File: config.mk
export PLATFORM = sky130hd
export DESIGN_NAME = cmd_counter_mode_decoder
export DESIGN_NICKNAME = d
export VERILOG_FILES = /design/src/shared/cmd_pkg.sv /design/src/design/cmd_pin_sync.sv /design/src/design/cmd_counter_mode_decoder.sv
export VERILOG_INCLUDE_DIRS = /design/src /design/src/shared
export SDC_FILE = /design/constraint.sdc
export NUM_CORES = 1
export LEC_CHECK = 0
export BUFFER_PORTS_ARGS = -buffer_cell sky130_fd_sc_hd__buf_2
export CAP_MARGIN = 15
export CORE_MARGIN = 3
export CORE_UTILIZATION = 44
export DETAILED_ROUTE_END_ITERATION = 10
export GPL_ROUTABILITY_DRIVEN = 0
export GPL_TIMING_DRIVEN = 0
export MAX_ROUTING_LAYER = met4
export PLACE_DENSITY = 0.65
export SLEW_MARGIN = 15
export SYNTH_ARGS = -nofsm -noshare
export SYNTH_HDL_FRONTEND = slang
export SYNTH_SLANG_ARGS = --single-unit
File: constraint.sdc
create_clock -name clk_i -period 7.3 [get_ports clk_i]
set_input_delay 1.825 -clock clk_i [delete_from_list [all_inputs] [get_ports clk_i]]
set_output_delay 1.825 -clock clk_i [all_outputs]
set_load 0.01 [all_outputs]
File: src/shared/cmd_consts.svh
// Constants for the counter mode decoder: register word indices, field
// positions, command bits, gate codes and reset values.
// Assumes a Wishbone slave that decodes byte address bits [7:2] as a word index.
`ifndef CMD_CONSTS_SVH
`define CMD_CONSTS_SVH

// Register word indices; the byte address is four times the index.
`define CMD_ADR_MODE     6'h00
`define CMD_ADR_LOAD     6'h01
`define CMD_ADR_HOLD     6'h02
`define CMD_ADR_COUNT    6'h03
`define CMD_ADR_COMMAND  6'h04
`define CMD_ADR_STATUS   6'h05

// Mode register field positions.
`define CMD_MODE_GATE_HI 15
`define CMD_MODE_GATE_LO 13
`define CMD_MODE_SPEC    7
`define CMD_MODE_REP     5

// Gate control field codes.
`define CMD_GATE_NONE    3'h0
`define CMD_GATE_LEVEL   3'h1
`define CMD_GATE_EDGE    3'h2

// Command register bits.
`define CMD_BIT_ARM      0
`define CMD_BIT_DISARM   1
`define CMD_BIT_LOAD     2
`define CMD_BIT_SAVE     3

// Reset values and the terminal count value.
`define CMD_WORD_RST     16'h0000
`define CMD_TC_VALUE     16'h0001

`endif

File: src/shared/cmd_pkg.sv
// Types shared by the counter mode decoder files.
// Assumes the constants header is compiled alongside.
package cmd_pkg;

  // The six mode bits that select one lettered counter mode.
  typedef struct packed {
    logic [2:0] gate_control_field;
    logic       special_gate_bit;
    logic       reload_source_bit;
    logic       repetition_bit;
  } cmd_mode_t;

  // Arm state of the counter.
  typedef enum logic [1:0] {
    CMD_ST_IDLE = 2'b00,
    CMD_ST_WAIT = 2'b01,
    CMD_ST_RUN  = 2'b10
  } cmd_state_t;

  // Status word as software reads it.
  typedef struct packed {
    logic [9:0] zero;
    logic       reserved_mode;
    logic       gate_level;
    logic       phase;
    logic       at_tc;
    logic       running;
    logic       armed;
  } cmd_status_t;

endpackage : cmd_pkg

File: src/design/cmd_pin_sync.sv
// Three-stage synchroniser with a settle filter for one pin input.
// Assumes the pin is asynchronous to clk_i; a change counts once stages two
// and three agree.
`timescale 1ns/10ps
module cmd_pin_sync
(
  input  wire logic clk_i,
  input  wire logic rst_i,
  input  wire logic pin_i,
  output logic      level_o,
  output logic      rise_o
);

  logic ff1_reg, ff2_reg, ff3_reg;
  logic level_reg, level_next;
  logic rise_reg, rise_next;

  // Only the second and third stages and the agreed level are looked at, never the first.
  always_comb
  begin
    level_next = level_reg;
    rise_next  = 1'b0;
    if (ff2_reg == ff3_reg)
    begin
      level_next = ff2_reg;
      rise_next  = ff2_reg && !level_reg; // Only the active-going change counts.
    end
  end

  // Register the chain and the filtered level.
  always_ff @(posedge clk_i)
  begin
    if (rst_i)
    begin
      ff1_reg   <= 1'b0;
      ff2_reg   <= 1'b0;
      ff3_reg   <= 1'b0;
      level_reg <= 1'b0;
      rise_reg  <= 1'b0;
    end
    else
    begin
      ff1_reg   <= pin_i;
      ff2_reg   <= ff1_reg;
      ff3_reg   <= ff2_reg;
      level_reg <= level_next;
      rise_reg  <= rise_next;
    end
  end

  assign level_o = level_reg;
  assign rise_o  = rise_reg;

endmodule : cmd_pin_sync

File: src/design/cmd_counter_mode_decoder.sv
// One counter with its mode decoder, reached over a classic Wishbone slave.
// Assumes source and gate are asynchronous active-high pins and that the
// counter counts down on each active-going source edge.
//
// Our own choices: the Wishbone interface to the registers and the register offsets.
`timescale 1ns/10ps
`include "cmd_consts.svh"
module cmd_counter_mode_decoder
  import cmd_pkg::*;
(
  input  wire logic        clk_i,
  input  wire logic        rst_i,
  input  wire logic        wb_cyc_i,
  input  wire logic        wb_stb_i,
  input  wire logic        wb_we_i,
  input  wire logic [7:0]  wb_adr_i,
  input  wire logic [3:0]  wb_sel_i,
  input  wire logic [31:0] wb_dat_i,
  output logic      [31:0] wb_dat_o,
  output logic             wb_ack_o,
  input  wire logic        source_i,
  input  wire logic        gate_i,
  output logic             tc_o
);

  cmd_mode_t   mode_reg, mode_next;
  cmd_state_t  state_reg, state_next;
  cmd_status_t status;
  logic [15:0] load_reg, load_next;
  logic [15:0] hold_reg, hold_next;
  logic [15:0] count_reg, count_next;
  logic [15:0] reload_val;
  logic [31:0] dat_reg, dat_next;
  logic [5:0]  word;
  logic        phase_reg, phase_next;
  logic        ack_reg, ack_next;
  logic        tc_reg, tc_next;
  logic        src_lvl, src_rise, gate_lvl, gate_rise;
  logic        req, wr, cmd_wr, arm_cmd, disarm_cmd, load_cmd, save_cmd;
  logic        is_level, is_edge, reserved, once, twice, alternate;
  logic        retrig, capture_x, gate_sel, stop_edge, disarm_tc;
  logic        at_tc, eligible, take;

  // Both pins pass the settle filter; each gives its filtered level and a rising-edge pulse.
  cmd_pin_sync u_source_sync (
    .clk_i   (clk_i),
    .rst_i   (rst_i),
    .pin_i   (source_i),
    .level_o (src_lvl),
    .rise_o  (src_rise)
  );

  cmd_pin_sync u_gate_sync (
    .clk_i   (clk_i),
    .rst_i   (rst_i),
    .pin_i   (gate_i),
    .level_o (gate_lvl),
    .rise_o  (gate_rise)
  );

  // Bus decode; a request is answered one cycle after it is seen.
  assign req        = wb_cyc_i && wb_stb_i && !ack_reg;
  assign wr         = req && wb_we_i;
  assign word       = wb_adr_i[7:2];
  assign cmd_wr     = wr && (word == `CMD_ADR_COMMAND) && wb_sel_i[0];
  assign arm_cmd    = cmd_wr && wb_dat_i[`CMD_BIT_ARM];
  assign disarm_cmd = cmd_wr && wb_dat_i[`CMD_BIT_DISARM];
  assign load_cmd   = cmd_wr && wb_dat_i[`CMD_BIT_LOAD];
  assign save_cmd   = cmd_wr && wb_dat_i[`CMD_BIT_SAVE];

  // Mode decode from the six mode bits.
  assign is_level  = mode_reg.gate_control_field == `CMD_GATE_LEVEL;
  assign is_edge   = mode_reg.gate_control_field == `CMD_GATE_EDGE;
  assign once      = !mode_reg.repetition_bit && !mode_reg.reload_source_bit;
  assign twice     = !mode_reg.repetition_bit && mode_reg.reload_source_bit;
  assign alternate = !mode_reg.special_gate_bit && mode_reg.reload_source_bit;
  assign retrig    = mode_reg.special_gate_bit && !mode_reg.reload_source_bit;
  assign capture_x = mode_reg.special_gate_bit && mode_reg.reload_source_bit
                     && mode_reg.repetition_bit && is_edge;
  assign gate_sel  = mode_reg.special_gate_bit && mode_reg.reload_source_bit
                     && !capture_x;
  // Edge modes stop every terminal count, except I and L which stop on the second.
  assign stop_edge = is_edge && (mode_reg.special_gate_bit
                     || !mode_reg.reload_source_bit || phase_reg);
  assign disarm_tc = once || (twice && phase_reg);

  // Reserved combinations never count down, though an edge at terminal count still reloads; software is expected to avoid them.
  always_comb
  begin
    reserved = 1'b0;
    if (mode_reg.special_gate_bit)
    begin
      if (!mode_reg.reload_source_bit)
        reserved = !is_level && !is_edge;
      else if (!mode_reg.repetition_bit)
        reserved = is_level || is_edge;
      else
        reserved = is_level;
    end
  end

  // Reload source chosen at terminal count.
  always_comb
  begin
    reload_val = load_reg;
    if (alternate)
      reload_val = phase_reg ? load_reg : hold_reg;
    else if (gate_sel)
      reload_val = gate_lvl ? hold_reg : load_reg;
  end

  // A counter at terminal count always takes the edge; otherwise it must be eligible.
  assign at_tc    = count_reg == `CMD_TC_VALUE;
  assign eligible = (state_reg == CMD_ST_RUN) && !reserved
                    && (!is_level || gate_lvl);
  assign take     = src_rise && (at_tc || eligible);

  // Counter, hold register, arm state and alternation phase.
  always_comb
  begin
    count_next = count_reg;
    hold_next  = hold_reg;
    state_next = state_reg;
    phase_next = phase_reg;
    if (wr && (word == `CMD_ADR_HOLD))
    begin
      if (wb_sel_i[0])
        hold_next[7:0] = wb_dat_i[7:0];
      if (wb_sel_i[1])
        hold_next[15:8] = wb_dat_i[15:8];
    end
    if (save_cmd)
      hold_next = count_reg;
    if (load_cmd)
      count_next = load_reg;
    if (take)
    begin
      if (at_tc)
      begin
        // The edge leaving terminal count reloads and ends the cycle at once.
        count_next = reload_val;
        if (alternate || twice)
          phase_next = !phase_reg;
        if (disarm_tc)
          state_next = CMD_ST_IDLE;
        else if (stop_edge)
          state_next = CMD_ST_WAIT;
      end
      else
        count_next = count_reg - 16'h0001;
    end
    // Gate edges on a disarmed counter are dropped; a running one only retriggers or captures.
    case (state_reg)
      CMD_ST_IDLE:
      begin
        state_next = state_next;
      end
      CMD_ST_WAIT:
      begin
        if (gate_rise && !reserved)
        begin
          state_next = CMD_ST_RUN;
          if (retrig || capture_x)
            hold_next = count_reg;
          if (retrig)
            count_next = load_reg;
        end
      end
      CMD_ST_RUN:
      begin
        if (gate_rise && !reserved)
        begin
          if (retrig || capture_x)
            hold_next = count_reg;
          if (retrig)
            count_next = load_reg;
        end
      end
      default:
      begin
        state_next = CMD_ST_IDLE;
      end
    endcase
    // Commands win over a terminal-count disarm in the same cycle.
    if (disarm_cmd)
      state_next = CMD_ST_IDLE;
    if (arm_cmd)
      state_next = (is_edge && state_reg != CMD_ST_RUN) ? CMD_ST_WAIT : CMD_ST_RUN;
  end

  // Mode and load register writes, honouring byte selects.
  always_comb
  begin
    mode_next = mode_reg;
    load_next = load_reg;
    if (wr && (word == `CMD_ADR_MODE))
    begin
      if (wb_sel_i[1])
        mode_next.gate_control_field = wb_dat_i[`CMD_MODE_GATE_HI:`CMD_MODE_GATE_LO];
      if (wb_sel_i[0])
        {mode_next.special_gate_bit, mode_next.reload_source_bit,
         mode_next.repetition_bit} = wb_dat_i[`CMD_MODE_SPEC:`CMD_MODE_REP];
    end
    if (wr && (word == `CMD_ADR_LOAD))
    begin
      if (wb_sel_i[0])
        load_next[7:0] = wb_dat_i[7:0];
      if (wb_sel_i[1])
        load_next[15:8] = wb_dat_i[15:8];
    end
  end

  // Status word and read mux; unmapped words read as zero.
  always_comb
  begin
    status               = '0;
    status.armed         = state_reg != CMD_ST_IDLE;
    status.running       = state_reg == CMD_ST_RUN;
    status.at_tc         = at_tc;
    status.phase         = phase_reg;
    status.gate_level    = gate_lvl;
    status.reserved_mode = reserved;
    dat_next             = 32'h0000_0000;
    ack_next             = req;
    tc_next              = count_next == `CMD_TC_VALUE;
    if (req && !wb_we_i)
    begin
      case (word)
        `CMD_ADR_MODE:   dat_next = {16'h0000, mode_reg.gate_control_field, 5'h00,
                                     mode_reg.special_gate_bit, mode_reg.reload_source_bit,
                                     mode_reg.repetition_bit, 5'h00};
        `CMD_ADR_LOAD:   dat_next = {16'h0000, load_reg};
        `CMD_ADR_HOLD:   dat_next = {16'h0000, hold_reg};
        `CMD_ADR_COUNT:  dat_next = {16'h0000, count_reg};
        `CMD_ADR_STATUS: dat_next = {16'h0000, status};
        default:         dat_next = 32'h0000_0000;
      endcase
    end
  end

  // State registers only.
  always_ff @(posedge clk_i)
  begin
    if (rst_i)
    begin
      mode_reg  <= '0;
      state_reg <= CMD_ST_IDLE;
      load_reg  <= `CMD_WORD_RST;
      hold_reg  <= `CMD_WORD_RST;
      count_reg <= `CMD_WORD_RST;
      phase_reg <= 1'b0;
      ack_reg   <= 1'b0;
      dat_reg   <= 32'h0000_0000;
      tc_reg    <= 1'b0;
    end
    else
    begin
      mode_reg  <= mode_next;
      state_reg <= state_next;
      load_reg  <= load_next;
      hold_reg  <= hold_next;
      count_reg <= count_next;
      phase_reg <= phase_next;
      ack_reg   <= ack_next;
      dat_reg   <= dat_next;
      tc_reg    <= tc_next;
    end
  end

  assign wb_ack_o = ack_reg;
  assign wb_dat_o = dat_reg;
  assign tc_o     = tc_reg;
endmodule : cmd_counter_mode_decoder

==> impl_summary.log <==
[metrics] total iterations of the first detailed-routing run: 5
[metrics] final setup skew: about 0.014 ns
[metrics] maximum number of pins on one net before global-route repair: 15
[metrics] Min Clock Period, post-route: about 4.4 ns
[metrics] Yosys cell types: 75
[metrics] tightest hold margin: 0.446 ns
[metrics] number of standard cells after synthesis: 547
[metrics] number of warnings issued by yosys: 0
[metrics] setup TNS: 0 ns
[metrics] number of nets with antenna violations after detailed routing: 0
[metrics] global router's overall resource usage: 0.254
[metrics] post-detailed-route via-to-cell ratio: 6.09
[metrics] first-pass GRT wire length: 24.2 mm
[metrics] post-synthesis area per instance: 8.89 um^2
[metrics] number of design-rule violations left by the first detailed-router iteration: 412
[metrics] maximum ir drop on the vdd rail: 0.101 mV
[metrics] number of vias after detailed routing: 4632
[metrics] final WL: between 15 and 20 mm
[metrics] highest fanout seen on the critical path: 8
[metrics] signal arrival time at the worst endpoint: 4.67 ns
[metrics] Post-CTS Setup Repair Bufs: 0
[metrics] capture instance of the worst register-to-register path: tc_o
[metrics] worst setup slack before clock tree synthesis: 2.61 ns
[metrics] startpoint kind of the worst setup timing path: input pin
[metrics] horizontal extent of the die: 111 um
[metrics] Worst Path Required: 7.58 ns
[metrics] depth of the most critical reg-to-reg path: 7
[metrics] commonest non-fill, non-tap cell in the layout: sky130_fd_sc_hd__nor2_1
[metrics] total setup violations reported at the end of the flow: 0
[metrics] share of cells above drive strength 1: 0.196
[metrics] clock tree from TritonCTS: yes
[metrics] register bit count reported by yosys: 85
[metrics] crit share post-route: 0.601
[metrics] Ports: 85
[metrics] critical path class: in2reg
[metrics] fraction of registers with async set or reset after synthesis: 0
[metrics] DRC violation count after routing: 0
[metrics] overflow left after global routing: 0
[metrics] initial core utilization: 0.461
[metrics] final cell utilization of the core: 0.526
[metrics] number of enable flip-flop cells after synthesis: 0
[metrics] setup repair after global routing missed its margin: false
[metrics] H-tree level count: 3
[metrics] layout overhead on the synthesized area: 14.3%
[metrics] Critical Path Sink: tc_o
[metrics] # port buffers: 46
[metrics] maximum frequency from static timing analysis: 0.228 GHz
[metrics] diode insertion count for antenna repair: 0
[metrics] max-slew violation count: 0
[metrics] headroom to the max-slew limit: 0.280
[metrics] reported max-cap violation count: 0
[metrics] hold_buf cts: 0
[metrics] most frequent cells in the layout: sky130_fd_sc_hd__nor2_1 (89), sky130_fd_sc_hd__dfxtp_1 (85), sky130_fd_sc_hd__buf_2 (48)
[metrics] number of global-route vias before repair: about 4500
[metrics] source of the worst register-to-register timing path: count_reg[5]
[metrics] setup slack on the worst flop-to-flop path: roughly 3.8 ns
[metrics] cell area power density: 162 mW/mm^2
[metrics] clock latency of the later-clocked register in the worst-skew pair: 0.38 ns
[metrics] CORE AREA: 0.0106 mm^2
[metrics] number of nets in the layout: 676
[metrics] cts repair resizes: 0
[metrics] post-route worst setup slack: 2.91 ns
[metrics] vertical extent of the die: 111 um
[metrics] transition at the pin with the smallest max-transition slack: roughly 1.1 ns
[metrics] placed wire-length estimate after detailed placement: 11.5 mm
[metrics] dominant register cell in the synthesized netlist: sky130_fd_sc_hd__dfxtp_1
[metrics] area taken by flip-flops and latches: between 0.0015 and 0.002 mm^2
[metrics] status: completed
[metrics] Inserted Clock Buffers: 9
[metrics] Clock Path Buffers: 2
[metrics] routed wirelength normalized by instance count: around 20 um
[metrics] TritonCTS sink count: 85
[metrics] number of fill cells in the layout: 1063
[metrics] antenna violations before repair: 0
[metrics] Hold WC Path Type: reg2reg
[metrics] type of destination of the critical path: register
[metrics] Final Hold Vio Count: 0
[metrics] area of the multi-input gates: just under 0.003 mm^2
[metrics] sequential fraction of the synthesis area: 0.350
[metrics] cell chosen for the clock root: sky130_fd_sc_hd__clkbuf_8
[metrics] Design Power: 899 uW
[metrics] synthesized cell area: 0.00486 mm^2
[metrics] count of standard-cell rows: 37
[metrics] Die ar.: roughly 0.012 mm^2
[metrics] clock-pin slew on the worst setup and hold paths: 0.09 ns
[metrics] worst setup path startpoint: wb_adr_i[5]
[metrics] LEAKAGE: 2.25 nW
-- metal layers --
metal,share of wire,global-route usage,vias up
met5,0,-,-
met4,0.035,0.111,0
met3,0.11,0.0666,50
met2,0.43,0.366,274
met1,0.43,0.336,2176
li1,-,-,2132
-- critical path, stage by stage --
cell	delay, ns
sky130_fd_sc_hd__buf_2	0.11
sky130_fd_sc_hd__or4b_1	0.55
sky130_fd_sc_hd__and4bb_2	0.32
sky130_fd_sc_hd__buf_2	0.20
sky130_fd_sc_hd__a21o_2	0.21
sky130_fd_sc_hd__nor2_1	0.16
sky130_fd_sc_hd__a221oi_1	0.52
sky130_fd_sc_hd__or4b_4	0.52
sky130_fd_sc_hd__nor4_2	0.24
-- area by class of cell --
type,instances,area share
Tap cell,136,0.0306
Multi-Input combinational cell,414,0.521
Buffer,46,0.0491
Clock buffer,11,0.0255
Clock inverter,5,0.0149
Timing Repair Buffer,46,0.0414
Sequential cell,85,0.306
Inverter,17,0.0115
-- synthesized netlist by cell type (3+ instances only) --
master                     number  area [um^2]
sky130_fd_sc_hd__nor3_1        12         60.1
sky130_fd_sc_hd__o31ai_1        4         30.0
sky130_fd_sc_hd__inv_1         17         63.8
sky130_fd_sc_hd__nor2_1        89          334
sky130_fd_sc_hd__a21oi_1       11         55.1
sky130_fd_sc_hd__mux2_2         6         67.6
sky130_fd_sc_hd__o21ai_0       13         65.1
sky130_fd_sc_hd__and2_1         5         31.3
sky130_fd_sc_hd__nand4_1        6         37.5
sky130_fd_sc_hd__buf_6          4         45.0
sky130_fd_sc_hd__xor2_1         3         26.3
sky130_fd_sc_hd__mux4_2         6          135
sky130_fd_sc_hd__a22oi_1       12         90.1
sky130_fd_sc_hd__nand2_1       27          101
sky130_fd_sc_hd__dfxtp_1       85         1700
sky130_fd_sc_hd__clkbuf_1      19         71.3
sky130_fd_sc_hd__a32oi_1        5         43.8
sky130_fd_sc_hd__nor4_1         6         37.5
sky130_fd_sc_hd__a211oi_1      26          195
sky130_fd_sc_hd__a221oi_1       8         70.1
sky130_fd_sc_hd__mux2i_1       45          450
sky130_fd_sc_hd__xnor2_1        8         70.1
sky130_fd_sc_hd__ha_1           6         75.1
sky130_fd_sc_hd__clkbuf_2       3         15.0
sky130_fd_sc_hd__nor2b_1        9         56.3
sky130_fd_sc_hd__nand3_1       13         65.1
sky130_fd_sc_hd__a31oi_1        5         31.3
sky130_fd_sc_hd__or4_1          5         37.5
sky130_fd_sc_hd__buf_4         17          128
sky130_fd_sc_hd__o221ai_1       4         35.0
sky130_fd_sc_hd__and3_1        12         75.1
-- worst min-delay path by stage --
stage	start	to	slack, ns	cells past startpoint
5_1_grt	u_source_sync.ff1_reg	u_source_sync.ff2_reg	0.46	1
2_1_floorplan	u_gate_sync.ff1_reg	u_gate_sync.ff2_reg	0.41	1
6_report	u_gate_sync.ff1_reg	u_gate_sync.ff2_reg	0.45	1
4_1_cts	u_source_sync.ff1_reg	u_source_sync.ff2_reg	0.45	1
3_5_place_dp	u_source_sync.ff1_reg	u_source_sync.ff2_reg	0.43	1
3_3_place_gp	u_gate_sync.ff1_reg	u_gate_sync.ff2_reg	0.42	1
-- per-stage QoR --
step	cells	instance area [um^2]
floorplan	562	4920
CTS	760	5550
detailed placement	744	5330
global route	760	5560
global placement	744	5320
finish	760	5560
-- report_power, final --
group | switching (mW) | internal (mW) | total (mW) | leakage, nW
Clock | 0.182 | 0.204 | 0.385 | 0.114
Combinational | 0.0299 | 0.0181 | 0.0480 | 1.46
Sequential | 0.00104 | 0.465 | 0.466 | 0.685
-- logic make-up after synthesis --
kind of cell	share of synthesized area
AO/OA/AOI/OAI	0.170
XOR/XNOR	0.0198
adder cells (fa/ha/maj)	0.0154
buffers and inverters	0.0692
flip-flops	0.350
multiplexers	0.134
other	0.000771
AND/OR/NAND/NOR	0.241
No activity file was read; power rests on OpenSTA's default activity.
